[config.mk]
export PLATFORM = sky130hd
export DESIGN_NAME = reset_cause_flags
export DESIGN_NICKNAME = d
export VERILOG_FILES = /design/src/rtl/reset_cause_pkg.sv /design/src/rtl/reset_pulse_stretch.sv /design/src/rtl/reset_cause_flags.sv
export SDC_FILE = /design/constraint.sdc
export NUM_CORES = 1
export LEC_CHECK = 0
export BUFFER_PORTS_ARGS = -buffer_cell sky130_fd_sc_hd__buf_2
export CAP_MARGIN = 20
export CORE_MARGIN = 2
export CORE_UTILIZATION = 53
export CTS_CLUSTER_SIZE = 25
export DETAILED_ROUTE_END_ITERATION = 16
export PLACE_DENSITY = 0.79
export SYNTH_ARGS = -nofsm -noshare
export SYNTH_HDL_FRONTEND = slang
export SYNTH_SLANG_ARGS = --single-unit
export TNS_END_PERCENT = 5
[constraint.sdc]
create_clock -name pclk -period 2.2 [get_ports pclk]
set_clock_uncertainty 0.05 [all_clocks]
set_input_delay 0 -clock pclk [delete_from_list [all_inputs] [get_ports pclk]]
set_output_delay 0 -clock pclk [all_outputs]
set_load 0.005 [all_outputs]
[src/rtl/reset_cause_pkg.sv]
// Constants for the reset cause and power-save history block.
// Assumes an APB slave at 100 MHz; all users write reset_cause_pkg::name.
package reset_cause_pkg;
  localparam logic [11:0] ADDR_CAUSE   = 12'h000;
  localparam logic [11:0] ADDR_STATUS  = 12'h004;
  localparam logic [11:0] ADDR_MASK    = 12'h008;
  localparam logic [11:0] ADDR_CONTROL = 12'h00c;
  localparam int          BIT_TRAP     = 15;
  localparam int          BIT_ILLEGAL  = 14;
  localparam int          BIT_MISMATCH = 9;
  localparam int          BIT_VREG     = 8;
  localparam int          BIT_EXTERN   = 7;
  localparam int          BIT_INSTR    = 6;
  localparam int          BIT_SWDT     = 5;
  localparam int          BIT_WATCHDOG_TIMEOUT_FLAG     = 4;
  localparam int          BIT_SLEEP    = 3;
  localparam int          BIT_IDLE     = 2;
  localparam int          BIT_BROWN    = 1;
  localparam int          BIT_POWER    = 0;
  localparam logic [15:0] CAUSE_MASK   = 16'hc3ff;
  localparam logic [15:0] CAUSE_POR    = 16'h0003;
  localparam int          EVT_N        = 8;
  localparam int          OSC_W        = 3;
  localparam logic [2:0]  OSC_RESET    = 3'h0;
  localparam int          CTRL_OSC_LSB = 0;
  localparam int          CTRL_WDT     = 4;
  localparam int          CTRL_SWITCH  = 5;
  localparam int          RST_CYCLES   = 4;
endpackage

[src/rtl/reset_pulse_stretch.sv]
// Stretches a one-cycle reset request into a fixed-length reset pulse.
// Assumes request is synchronous to pclk.
`timescale 1ns/1ps
module reset_pulse_stretch #(
  parameter int LEN = reset_cause_pkg::RST_CYCLES
) (
  input  wire logic pclk,
  input  wire logic presetn,
  input  wire logic request,
  output logic      active
);
  logic [7:0] count;

  always_ff @(posedge pclk or negedge presetn) begin
    if (!presetn) begin
      count  <= 8'h00;
      active <= 1'b0;
    end else if (request) begin
      count  <= 8'(LEN);
      active <= 1'b1;
    end else if (count != 8'h00) begin
      count  <= count - 8'h01;
      active <= (count != 8'h01);
    end else begin
      active <= 1'b0;
    end
  end
endmodule

[src/rtl/reset_cause_flags.sv]
// Reset cause register, watchdog enable, clock choice and interrupt logic.
// Assumes an APB master on pclk; event inputs are pins, synchronised here.
//
// Local design decisions: the APB register port and the register offsets.
`timescale 1ns/1ps
module reset_cause_flags #(
  parameter int RST_LEN = reset_cause_pkg::RST_CYCLES
) (
  input  wire logic        pclk,
  input  wire logic        presetn,
  input  wire logic        psel,
  input  wire logic        penable,
  input  wire logic        pwrite,
  input  wire logic [11:0] paddr,
  input  wire logic [31:0] pwdata,
  output logic      [31:0] prdata,
  output logic             pready,
  output logic             pslverr,
  input  wire logic        power_on_event,
  input  wire logic        brownout_event,
  input  wire logic        master_clear_pin_n,
  input  wire logic        reset_instruction,
  input  wire logic        watchdog_expired,
  input  wire logic        trap_conflict_event,
  input  wire logic        illegal_operation_event,
  input  wire logic        config_mismatch_event,
  input  wire logic        sleep_entry,
  input  wire logic        idle_entry,
  input  wire logic        watchdog_config_enable,
  input  wire logic        clock_switch_enable,
  input  wire logic [2:0]  initial_oscillator_select,
  input  wire logic [2:0]  next_oscillator_request,
  output logic             master_system_reset,
  output logic             watchdog_enabled,
  output logic             regulator_standby_control,
  output logic [2:0]       current_oscillator_field,
  output logic             irq
);
  // ****************************************
  // Input synchronisers
  // ****************************************
  localparam int N = reset_cause_pkg::EVT_N + 4;
  logic [N-1:0] raw;
  logic [N-1:0] sync1;
  logic [N-1:0] sync2;
  logic [N-3:0] sync3;
  logic [N-3:0] rise;

  assign raw = {watchdog_config_enable, clock_switch_enable, sleep_entry, idle_entry,
                power_on_event, brownout_event, ~master_clear_pin_n, reset_instruction,
                watchdog_expired, trap_conflict_event, illegal_operation_event,
                config_mismatch_event};

  always_ff @(posedge pclk or negedge presetn) begin
    if (!presetn) begin
      sync1 <= '0;
      sync2 <= '0;
      sync3 <= '0;
    end else begin
      sync1 <= raw;
      sync2 <= sync1;
      sync3 <= sync2[N-3:0];
    end
  end

  // Edge detect so a held level records once
  // Top two bits are config levels and take no edge detect
  genvar g;
  generate
    for (g = 0; g < N - 2; g++) begin : g_edge
      assign rise[g] = sync2[g] & ~sync3[g];
    end
  endgenerate

  logic ev_mismatch, ev_illegal, ev_trap, ev_wdt, ev_instr, ev_pin, ev_brown, ev_por;
  logic ev_idle, ev_sleep, cfg_wdt, cfg_switch;
  assign ev_mismatch = rise[0];
  assign ev_illegal  = rise[1];
  assign ev_trap     = rise[2];
  assign ev_wdt      = rise[3];
  assign ev_instr    = rise[4];
  assign ev_pin      = rise[5];
  assign ev_brown    = rise[6];
  assign ev_por      = rise[7];
  assign ev_idle     = rise[8];
  assign ev_sleep    = rise[9];
  assign cfg_switch  = sync2[10];
  assign cfg_wdt     = sync2[11];

  // Either power-save entry counts as the instruction
  logic ev_power_save;
  assign ev_power_save = ev_sleep | ev_idle;

  // ****************************************
  // APB decode
  // ****************************************
  // Zero-wait slave: every access phase lasts one cycle
  logic        wr;
  logic        access;
  logic [15:0] wd;
  logic        hit;
  assign access = psel & penable;
  assign wr     = access & pwrite;
  assign wd     = pwdata[15:0];
  assign hit    = (paddr == reset_cause_pkg::ADDR_CAUSE) |
                  (paddr == reset_cause_pkg::ADDR_STATUS) |
                  (paddr == reset_cause_pkg::ADDR_MASK) |
                  (paddr == reset_cause_pkg::ADDR_CONTROL);

  // ****************************************
  // Cause register
  // ****************************************
  logic [15:0] cause;
  logic [15:0] next_cause;
  logic [15:0] hw_set;

  always_comb begin
    hw_set = '0;
    hw_set[reset_cause_pkg::BIT_TRAP]     = ev_trap;
    hw_set[reset_cause_pkg::BIT_MISMATCH] = ev_mismatch;
    hw_set[reset_cause_pkg::BIT_EXTERN]   = ev_pin;
    hw_set[reset_cause_pkg::BIT_INSTR]    = ev_instr;
    hw_set[reset_cause_pkg::BIT_ILLEGAL]  = ev_illegal;
    hw_set[reset_cause_pkg::BIT_WATCHDOG_TIMEOUT_FLAG]     = ev_wdt;
    hw_set[reset_cause_pkg::BIT_SLEEP]    = ev_sleep;
    hw_set[reset_cause_pkg::BIT_IDLE]     = ev_idle;
    hw_set[reset_cause_pkg::BIT_BROWN]    = ev_brown | ev_por;
    hw_set[reset_cause_pkg::BIT_POWER]    = ev_por;
  end

  always_comb begin
    next_cause = cause;
    if (wr && paddr == reset_cause_pkg::ADDR_CAUSE) begin
      next_cause = wd & reset_cause_pkg::CAUSE_MASK;
    end
    if (ev_power_save) begin
      next_cause[reset_cause_pkg::BIT_WATCHDOG_TIMEOUT_FLAG] = 1'b0;
    end
    // Hardware set wins over a same-cycle clear
    next_cause = next_cause | hw_set;
    if (ev_por) begin
      next_cause = reset_cause_pkg::CAUSE_POR;
    end
  end

  always_ff @(posedge pclk or negedge presetn) begin
    if (!presetn) begin
      cause <= reset_cause_pkg::CAUSE_POR;
    end else begin
      cause <= next_cause;
    end
  end

  // ****************************************
  // Watchdog enable and regulator
  // ****************************************
  always_ff @(posedge pclk or negedge presetn) begin
    if (!presetn) begin
      // Held on only until the first clock, before the synced config is known
      watchdog_enabled          <= 1'b1;
      regulator_standby_control <= 1'b0;
    end else begin
      watchdog_enabled          <= cfg_wdt | cause[reset_cause_pkg::BIT_SWDT];
      regulator_standby_control <= cause[reset_cause_pkg::BIT_VREG];
    end
  end

  // ****************************************
  // Master reset
  // ****************************************
  // any source asserts reset
  // software writes never feed this term
  logic any_source;
  logic stretched;
  assign any_source = ev_por | ev_brown | ev_pin | ev_instr | ev_wdt |
                      ev_trap | ev_illegal | ev_mismatch;

  reset_pulse_stretch #(
    .LEN (RST_LEN)
  ) u_stretch (
    .pclk    (pclk),
    .presetn (presetn),
    .request (any_source),
    .active  (stretched)
  );

  always_ff @(posedge pclk or negedge presetn) begin
    if (!presetn) begin
      master_system_reset <= 1'b1;
    end else begin
      // Source term joins at once; the stretcher keeps it up
      master_system_reset <= stretched | any_source;
    end
  end

  // ****************************************
  // Oscillator choice at reset and on switch request
  // ****************************************
  always_ff @(posedge pclk or negedge presetn) begin
    if (!presetn) begin
      current_oscillator_field <= reset_cause_pkg::OSC_RESET;
    end else if (!cfg_switch && (any_source || master_system_reset)) begin
      // configured source always
      // Loaded while reset stands, so a bus reset starts here too
      current_oscillator_field <= initial_oscillator_select;
    end else if (cfg_switch && (ev_por | ev_brown)) begin
      current_oscillator_field <= initial_oscillator_select;
    end else if (cfg_switch && !any_source && !master_system_reset) begin
      current_oscillator_field <= next_oscillator_request;
    end
  end

  // ****************************************
  // Control readback word
  // ****************************************
  // Read-only view of synced config and the live clock field
  logic [15:0] control_word;

  always_comb begin
    control_word = '0;
    control_word[reset_cause_pkg::CTRL_OSC_LSB +: reset_cause_pkg::OSC_W] =
      current_oscillator_field;
    control_word[reset_cause_pkg::CTRL_WDT]    = cfg_wdt;
    control_word[reset_cause_pkg::CTRL_SWITCH] = cfg_switch;
  end

  // ****************************************
  // Interrupt status and mask
  // ****************************************
  // Status shares the cause layout, so one mask serves every event
  logic [15:0] status;
  logic [15:0] mask;

  always_ff @(posedge pclk or negedge presetn) begin
    if (!presetn) begin
      status <= '0;
      mask   <= '0;
    end else begin
      // Set wins over write-one-to-clear
      if (wr && paddr == reset_cause_pkg::ADDR_STATUS) begin
        status <= (status & ~wd) | hw_set;
      end else begin
        status <= status | hw_set;
      end
      if (wr && paddr == reset_cause_pkg::ADDR_MASK) begin
        mask <= wd;
      end
    end
  end

  always_ff @(posedge pclk or negedge presetn) begin
    if (!presetn) begin
      irq <= 1'b0;
    end else begin
      irq <= |(status & mask);
    end
  end

  // ****************************************
  // APB read path
  // ****************************************
  // Latched in setup so the data stands exactly with pready
  logic [31:0] read_word;

  always_comb begin
    read_word = '0;
    unique case (paddr)
      reset_cause_pkg::ADDR_CAUSE:   read_word = {16'h0000, cause};
      reset_cause_pkg::ADDR_STATUS:  read_word = {16'h0000, status};
      reset_cause_pkg::ADDR_MASK:    read_word = {16'h0000, mask};
      reset_cause_pkg::ADDR_CONTROL: read_word = {16'h0000, control_word};
      default:                       read_word = '0;
    endcase
  end

  always_ff @(posedge pclk or negedge presetn) begin
    if (!presetn) begin
      prdata  <= '0;
      pready  <= 1'b0;
      pslverr <= 1'b0;
    end else begin
      pready  <= psel & ~penable;
      pslverr <= psel & ~penable & ~hit;
      prdata  <= '0;
      if (psel && !penable && !pwrite) begin
        prdata <= read_word;
      end
    end
  end
endmodule

# == After elaboration in Yosys (flattened, before gate mapping) ==
# Cells that the tools add are included.
# op_classes
add_sub_neg,1
eq_ne,4
muxes,13
n_bitwise,46
reduce_logical,20
# op_table
operator,count
$pmux W16 S4,1
$mux W16,3
$or A16 B16 Y16,3
$and A16 B16 Y16,2
$mux W32,1
$eq A12 B4 Y1 const B,2
$mux W8,2
$not A16 Y16,1
$reduce_or A16 Y1,1
$and A1 B1 Y1,14
$not A1 Y1,13
$or A1 B1 Y1,13
$eq A12 B3 Y1 const B,1
$logic_not A12 Y1,1
$logic_and A1 B1 Y1,9
$mux W3,3
$ne A8 B1 Y1 const B,1
$reduce_bool A8 Y1,1
$sub A8 B1 Y8 const B,1
$logic_not A1 Y1,5
$mux W1,3
$reduce_bool A3 Y1,1
$reduce_bool A2 Y1,1
$logic_or A1 B1 Y1,1
# word_totals
regBits,132
inputBits,67
output_inout_bits,41
elab_cells,100

# == Longest topological paths before layout ==
# depth
ltp_word,15
ltp_mapped,7
depth_no_buf,6

# == By module ==
# From an unflattened synthesis, not the netlist that was laid out.
# hier_totals
hier_cells,396
hier_area_um2,4717.0
# modules_own_cells
module,n_inst,cells_each,area_each_um2,seq_area_each_um2
reset_cause_flags,1,342,4180.3,2582.5
reset_pulse_stretch,1,54,536.8,225.2

# == Worst setup path before layout ==
# OpenSTA, ideal clock, no wires.
# synth_path
path_type,reg2reg
start,register u_stretch.count[1]
end,register u_stretch.count[7]
setup_ns,0.130
arrival_time_ns,1.464
required_ns,2.020
setup_slack_ns,0.556
path_stages_with_launch,6
path_buffers,0
synth_period_minus_slack_ns,1.644
path_cell_list,dfrtp_1 or4_1 a211oi_1 nand2_1 xor2_1 nor2_1
# synth_between
elab_chain_len,3
elab_cells_between_ends,5
cone_classes,1 x add/sub; 2 x mux; 2 x reduce/logical
# synth_lines
item,line_no,rtl
from (decl),reset_pulse_stretch.sv:12,logic [7:0] count;
from (signal assigned),reset_pulse_stretch.sv:19,count <= 8'(LEN);
from (signal assigned),reset_pulse_stretch.sv:22,count <= count - 8'h01;
$sub A8 B1 Y8,reset_pulse_stretch.sv:22,
$mux W8,reset_pulse_stretch.sv:21,end else if (count != 8'h00) begin
$mux W8,reset_pulse_stretch.sv:18,end else if (request) begin
# Several ways; a longest one is shown, not always the timed one. The select of a mux whose other input is x is not followed.
# A chain may end at the register's enable or synchronous reset.

# == Final worst setup path ==
# layout_path
start,register sync2[1]
end,register current_oscillator_field[2]
# layout_between
elab_chain_len,7
elab_cells_between_ends,10
cone_classes,1 x mux; 3 x bitwise; 6 x reduce/logical
# layout_lines
item,line_no,rtl
from (decl),reset_cause_flags.sv:45,logic [N-1:0] sync2;
from (signal assigned),reset_cause_flags.sv:61,sync2 <= sync1;
$and A1 B1 Y1 *,reset_cause_flags.sv:71,assign rise[g] = sync2[g] & ~sync3[g];
$or A1 B1 Y1 * (2 in a row),reset_cause_flags.sv:176,ev_trap | ev_illegal | ev_mismatch;
$logic_not A1 Y1,reset_cause_flags.sv:208,end else if (cfg_switch && !any_source && !master_system_reset) begin
$logic_and A1 B1 Y1 (2 in a row),reset_cause_flags.sv:208,
$reduce_bool A3 Y1 (no source line),-,
to (signal assigned),reset_cause_flags.sv:205,current_oscillator_field <= initial_oscillator_select;
to (signal assigned),reset_cause_flags.sv:207,current_oscillator_field <= initial_oscillator_select;
to (signal assigned),reset_cause_flags.sv:209,current_oscillator_field <= next_oscillator_request;
to (decl),reset_cause_flags.sv:36,"output logic [2:0] current_oscillator_field,"
# Every way passes the cells marked *; elsewhere a longest branch is shown, timed or not.

==> out/results.env <==
STDCELL_AREA_UM2=5740
FINAL.FILL_COUNT=613
RESULT_OF_THE_RUN='finished, final reports clean'
CTS_MADE_BUFFERS=9
FIN_NETS=548
FINALCRITICALPERIOD_NS=1.85
TNS_NS=0
GRT_OVERFLOW=0
MOSTFREQUENTLAYOUTCELLS='108 x sky130_fd_sc_hd__dfrtp_1, 74 x sky130_fd_sc_hd__buf_2, 37 x sky130_fd_sc_hd__dlygate4sd3_1'
RSZ0062_AT_GRT='false'
GROUTE.USAGE.OVERALL_PCT=20.0
FLOORPLAN.INITIALDENSITY_PCT=55.3
CLOCK_SINKS=112
POWER_LEAKAGE_uW=0.00270
NUMBER_OF_DESIGN_RULE_VIOLATIONS_LEFT_AFTER_DETAIL_ROUTING=0
CLK_LATENCY_NS=0.36
POSTSYNTHREGISTERBITS=112
ENDPOINT_KIND='flop'
WORST_SETUP_HOLD_PATH_CLK_SLEW_NS=0.10
POST-DP-HPWL_UM=5980
SYNTH_TOP_AREA_CELL='sky130_fd_sc_hd__dfrtp_1'
DIE_WIDTH_UM=97.0
SYNTH.TOP_CELLS.BY_AREA='sky130_fd_sc_hd__dfrtp_1 59%, sky130_fd_sc_hd__mux2i_1 5.5%, sky130_fd_sc_hd__buf_4 2.8%, sky130_fd_sc_hd__mux2_1 2.5%, sky130_fd_sc_hd__mux4_2 2.5%'
TRITONCTS='done'
DRT.ANTENNA.VIOLATING_NETS=0
FP.COREAREA_UM2=8300
VIAS_IN_THE_FIRST_GLOBAL_ROUTE=3080
DESIGN.PORTCOUNT=108
CTS_BUFFER_DEPTH=2
DETAIL_ROUTE.ITER0.VIOLATIONS=114
TIMING.HOLD.WORST_ENDPOINT='pslverr'
CP.REQUIRED_NS=2.41
AREA.GROWTH.SYNTH_TO_FINAL_PCT=25.2
FINAL_HOLD_VIOL_COUNT=0
FINALWEIGHTEDCONGESTION=0.850
IR_DROP_uV=345
SYNTH.DISTINCT_CELLS=51
VIA_COUNT=3111
WIRE_PER_INST_UM=15.2
SETUP_SLACK_OF_THE_MOST_CRITICAL_REG_TO_REG_PATH_NS=0.35
TOTAL_NUMBER_OF_H_TREE_LEVELS=3
SYNTH_AREA_UM2=4590
MEAN_INSTANCE_SIZE_IN_THE_SYNTHESIZED_NETLIST_UM2=13.1
SYNTHARSTFLOPSHARE_PCT=100
ANTENNA_FOUND_INITIAL=0
ANTENNA-DIODE-COUNT=0
SYNTH_TOP_AREA_SHARE_PCT=58.9
ROW_COUNT=33
IO_BUFFERS=75
MAXCAPVIOLCOUNT=0
TIGHTEST_SLEW_NS=0.687
MIN-DELAY-START='psel'
ARRIVAL_NS=2.06
SYNTH_EDF_COUNT=0
MULTI_INPUT_COMB_AREA_UM2=1640
POWERDENSITY_nW_PER_UM2=674
SYNTHESIS.YOSYS.WARNINGS=0
HOLDPATHSTAGES=3
REPORT.FINAL.SLEW_VIOL_COUNT=0
REG2REG_DEPTH=7
SYN-INSTANCE-COUNT=351
DRT-VIAS-PER-INSTANCE=5.28
SYNTH-MAIN-FF-CELL='sky130_fd_sc_hd__dfrtp_1'
GRT_FIRST_PASS_WIRELENGTH_UM=14900
CLK_ROOT_BUFFER_CELL='sky130_fd_sc_hd__clkbuf_8'
CRITICAL_PATH_CLASS='reg -> reg'
FMAX_MHz=542
MAX-SLEW-MARGIN-REL_PCT=54.2
SYNTH_SEQ_AREA_SHARE_PCT=61.2
FLOORPLAN.DIE_AREA_UM2=9410
FIN_CRIT_SH_PCT=83.9
CP_MAX_FO=6
SETUP_CRIT_START_KIND='flop'
PLACED_AREA_UM2=5060
R2R_END='current_oscillator_field[2]'
FINAL_REPORT_SETUP_VIOLATION_COUNT=0
POSTROUTEWIRELENGTH_UM=8950
GRT_MAX_DEGREE=113
FRACTION_OF_FINAL_LAYOUT_CELLS_SIZED_BEYOND_DRIVE_STRENGTH_1_PCT=28.1
DRT_PASS1_ITERATIONS=4
CRITICAL_PATH.REG2REG.STARTPOINT='sync2[1]'
HOLD_PATH_CLASS='in -> reg'
DIE-HEIGHT_UM=97.0
MOSTFREQUENTLAYOUTCELL='sky130_fd_sc_hd__dfrtp_1'
SEQUENTIAL_CELL_AREA_UM2=2810
-- power breakdown --
group	switching, uW	internal, uW	total, uW
logic	170	172	342
registers	33.4	2120	2150
clock network	665	712	1380
-- how the worst max path moves through the flow --
stage	cells past startpoint	end	slack (ns)	from
2_1_floorplan	5	u_stretch.count[7]	0.56	u_stretch.count[1]
3_3_place_gp	5	u_stretch.count[7]	0.49	u_stretch.count[1]
3_5_place_dp	5	u_stretch.count[7]	0.46	u_stretch.count[1]
4_1_cts	7	current_oscillator_field[0]	0.05	sync2[4]
5_1_grt	7	current_oscillator_field[2]	0.23	sync2[4]
6_report	7	current_oscillator_field[2]	0.35	sync2[1]
-- through the flow --
step | util [%] | worst slack, ns | std cells | power [uW] | hold slack (ns)
after floorplan | - | 0.556 | 366 | 2340 | -0.346
after global placement | 61.0 | 0.492 | 529 | 2460 | 0.0585
after detailed placement | 61.0 | 0.458 | 529 | 2470 | 0.0593
after CTS | 68.6 | 0.0540 | 584 | 3900 | 0.00150
after global routing | 69.2 | 0.229 | 589 | 4040 | 0.0203
final | 69.2 | 0.354 | 589 | 3870 | 0.0151
-- registers in the layout, summed over array words and instances (netlist names), 3 cells and up --
register	count
prdata	16
status	16
sync1	12
mask	16
u_stretch.count	8
current_oscillator_field	3
sync3	10
sync2	12
cause	12
-- worst max-delay path, stage by stage, from the launching register on --
cell and delay, ns:
sky130_fd_sc_hd__dfrtp_1 0.39, sky130_fd_sc_hd__nand2b_1 0.11, sky130_fd_sc_hd__nand4_1 0.17, sky130_fd_sc_hd__nor3_2 0.26, sky130_fd_sc_hd__buf_6 0.18, sky130_fd_sc_hd__mux2i_1 0.19, sky130_fd_sc_hd__o211ai_1 0.12, sky130_fd_sc_hd__dlymetal6s4s_1 0.28
-- Yosys cell counts, drive strengths merged, types with 4 or more instances --
library cell / number
inv: 5
o211ai: 4
dfrtp: 108
a21bo: 8
nor2: 30
a21oi: 15
nand2: 18
dfstp: 4
buf: 22
clkbuf: 6
a21boi: 6
a22o: 4
a22oi: 4
nor2b: 14
a221oi: 4
mux2: 16
mux2i: 25
nand3: 4
mux4: 5
nand2b: 9
nor4: 5
nor3b: 4
-- cell families (layout without fill, tap and decap cells) --
group | after synthesis | count (layout) | synth area share, %
adders and majority gates | 2 | 2 | 0.546
muxes | 46 | 46 | 11.8
AOI/OAI and AO/OA | 55 | 55 | 8.70
buffers and inverters | 33 | 151 | 4.37
and+or+nand+nor | 98 | 98 | 12.5
xor gates and xnor gates | 4 | 4 | 0.764
other | 1 | 16 | 0.0818
DFF | 112 | 112 | 61.2
-- layout make-up --
cell class,count,area share (%)
flip-flops and latches,112,48.9
well taps,105,2.29
multi-input cells,221,28.5
inverters,5,0.327
clock inverters,5,1.50
repair buffers,130,15.8
clock buffers,11,2.64
-- routing by layer --
layer / vias up / track usage, % / part of all wire [%]
met5: - / 0 / 0
met4: 0 / 6.93 / 1.8
met3: 11 / 4.48 / 4.7
met2: 85 / 34.5 / 51
met1: 1564 / 25.0 / 42
li1: 1451 / - / -
-- repair_timing --
item	4_1_cts	5_1_grt
hold buffers	39	1
setup endpoints to repair	0	3
setup buffers	0	5
gates resized for setup	0	4
endpoints found under the hold margin	169	1
No activity file was read; power rests on OpenSTA's default activity.
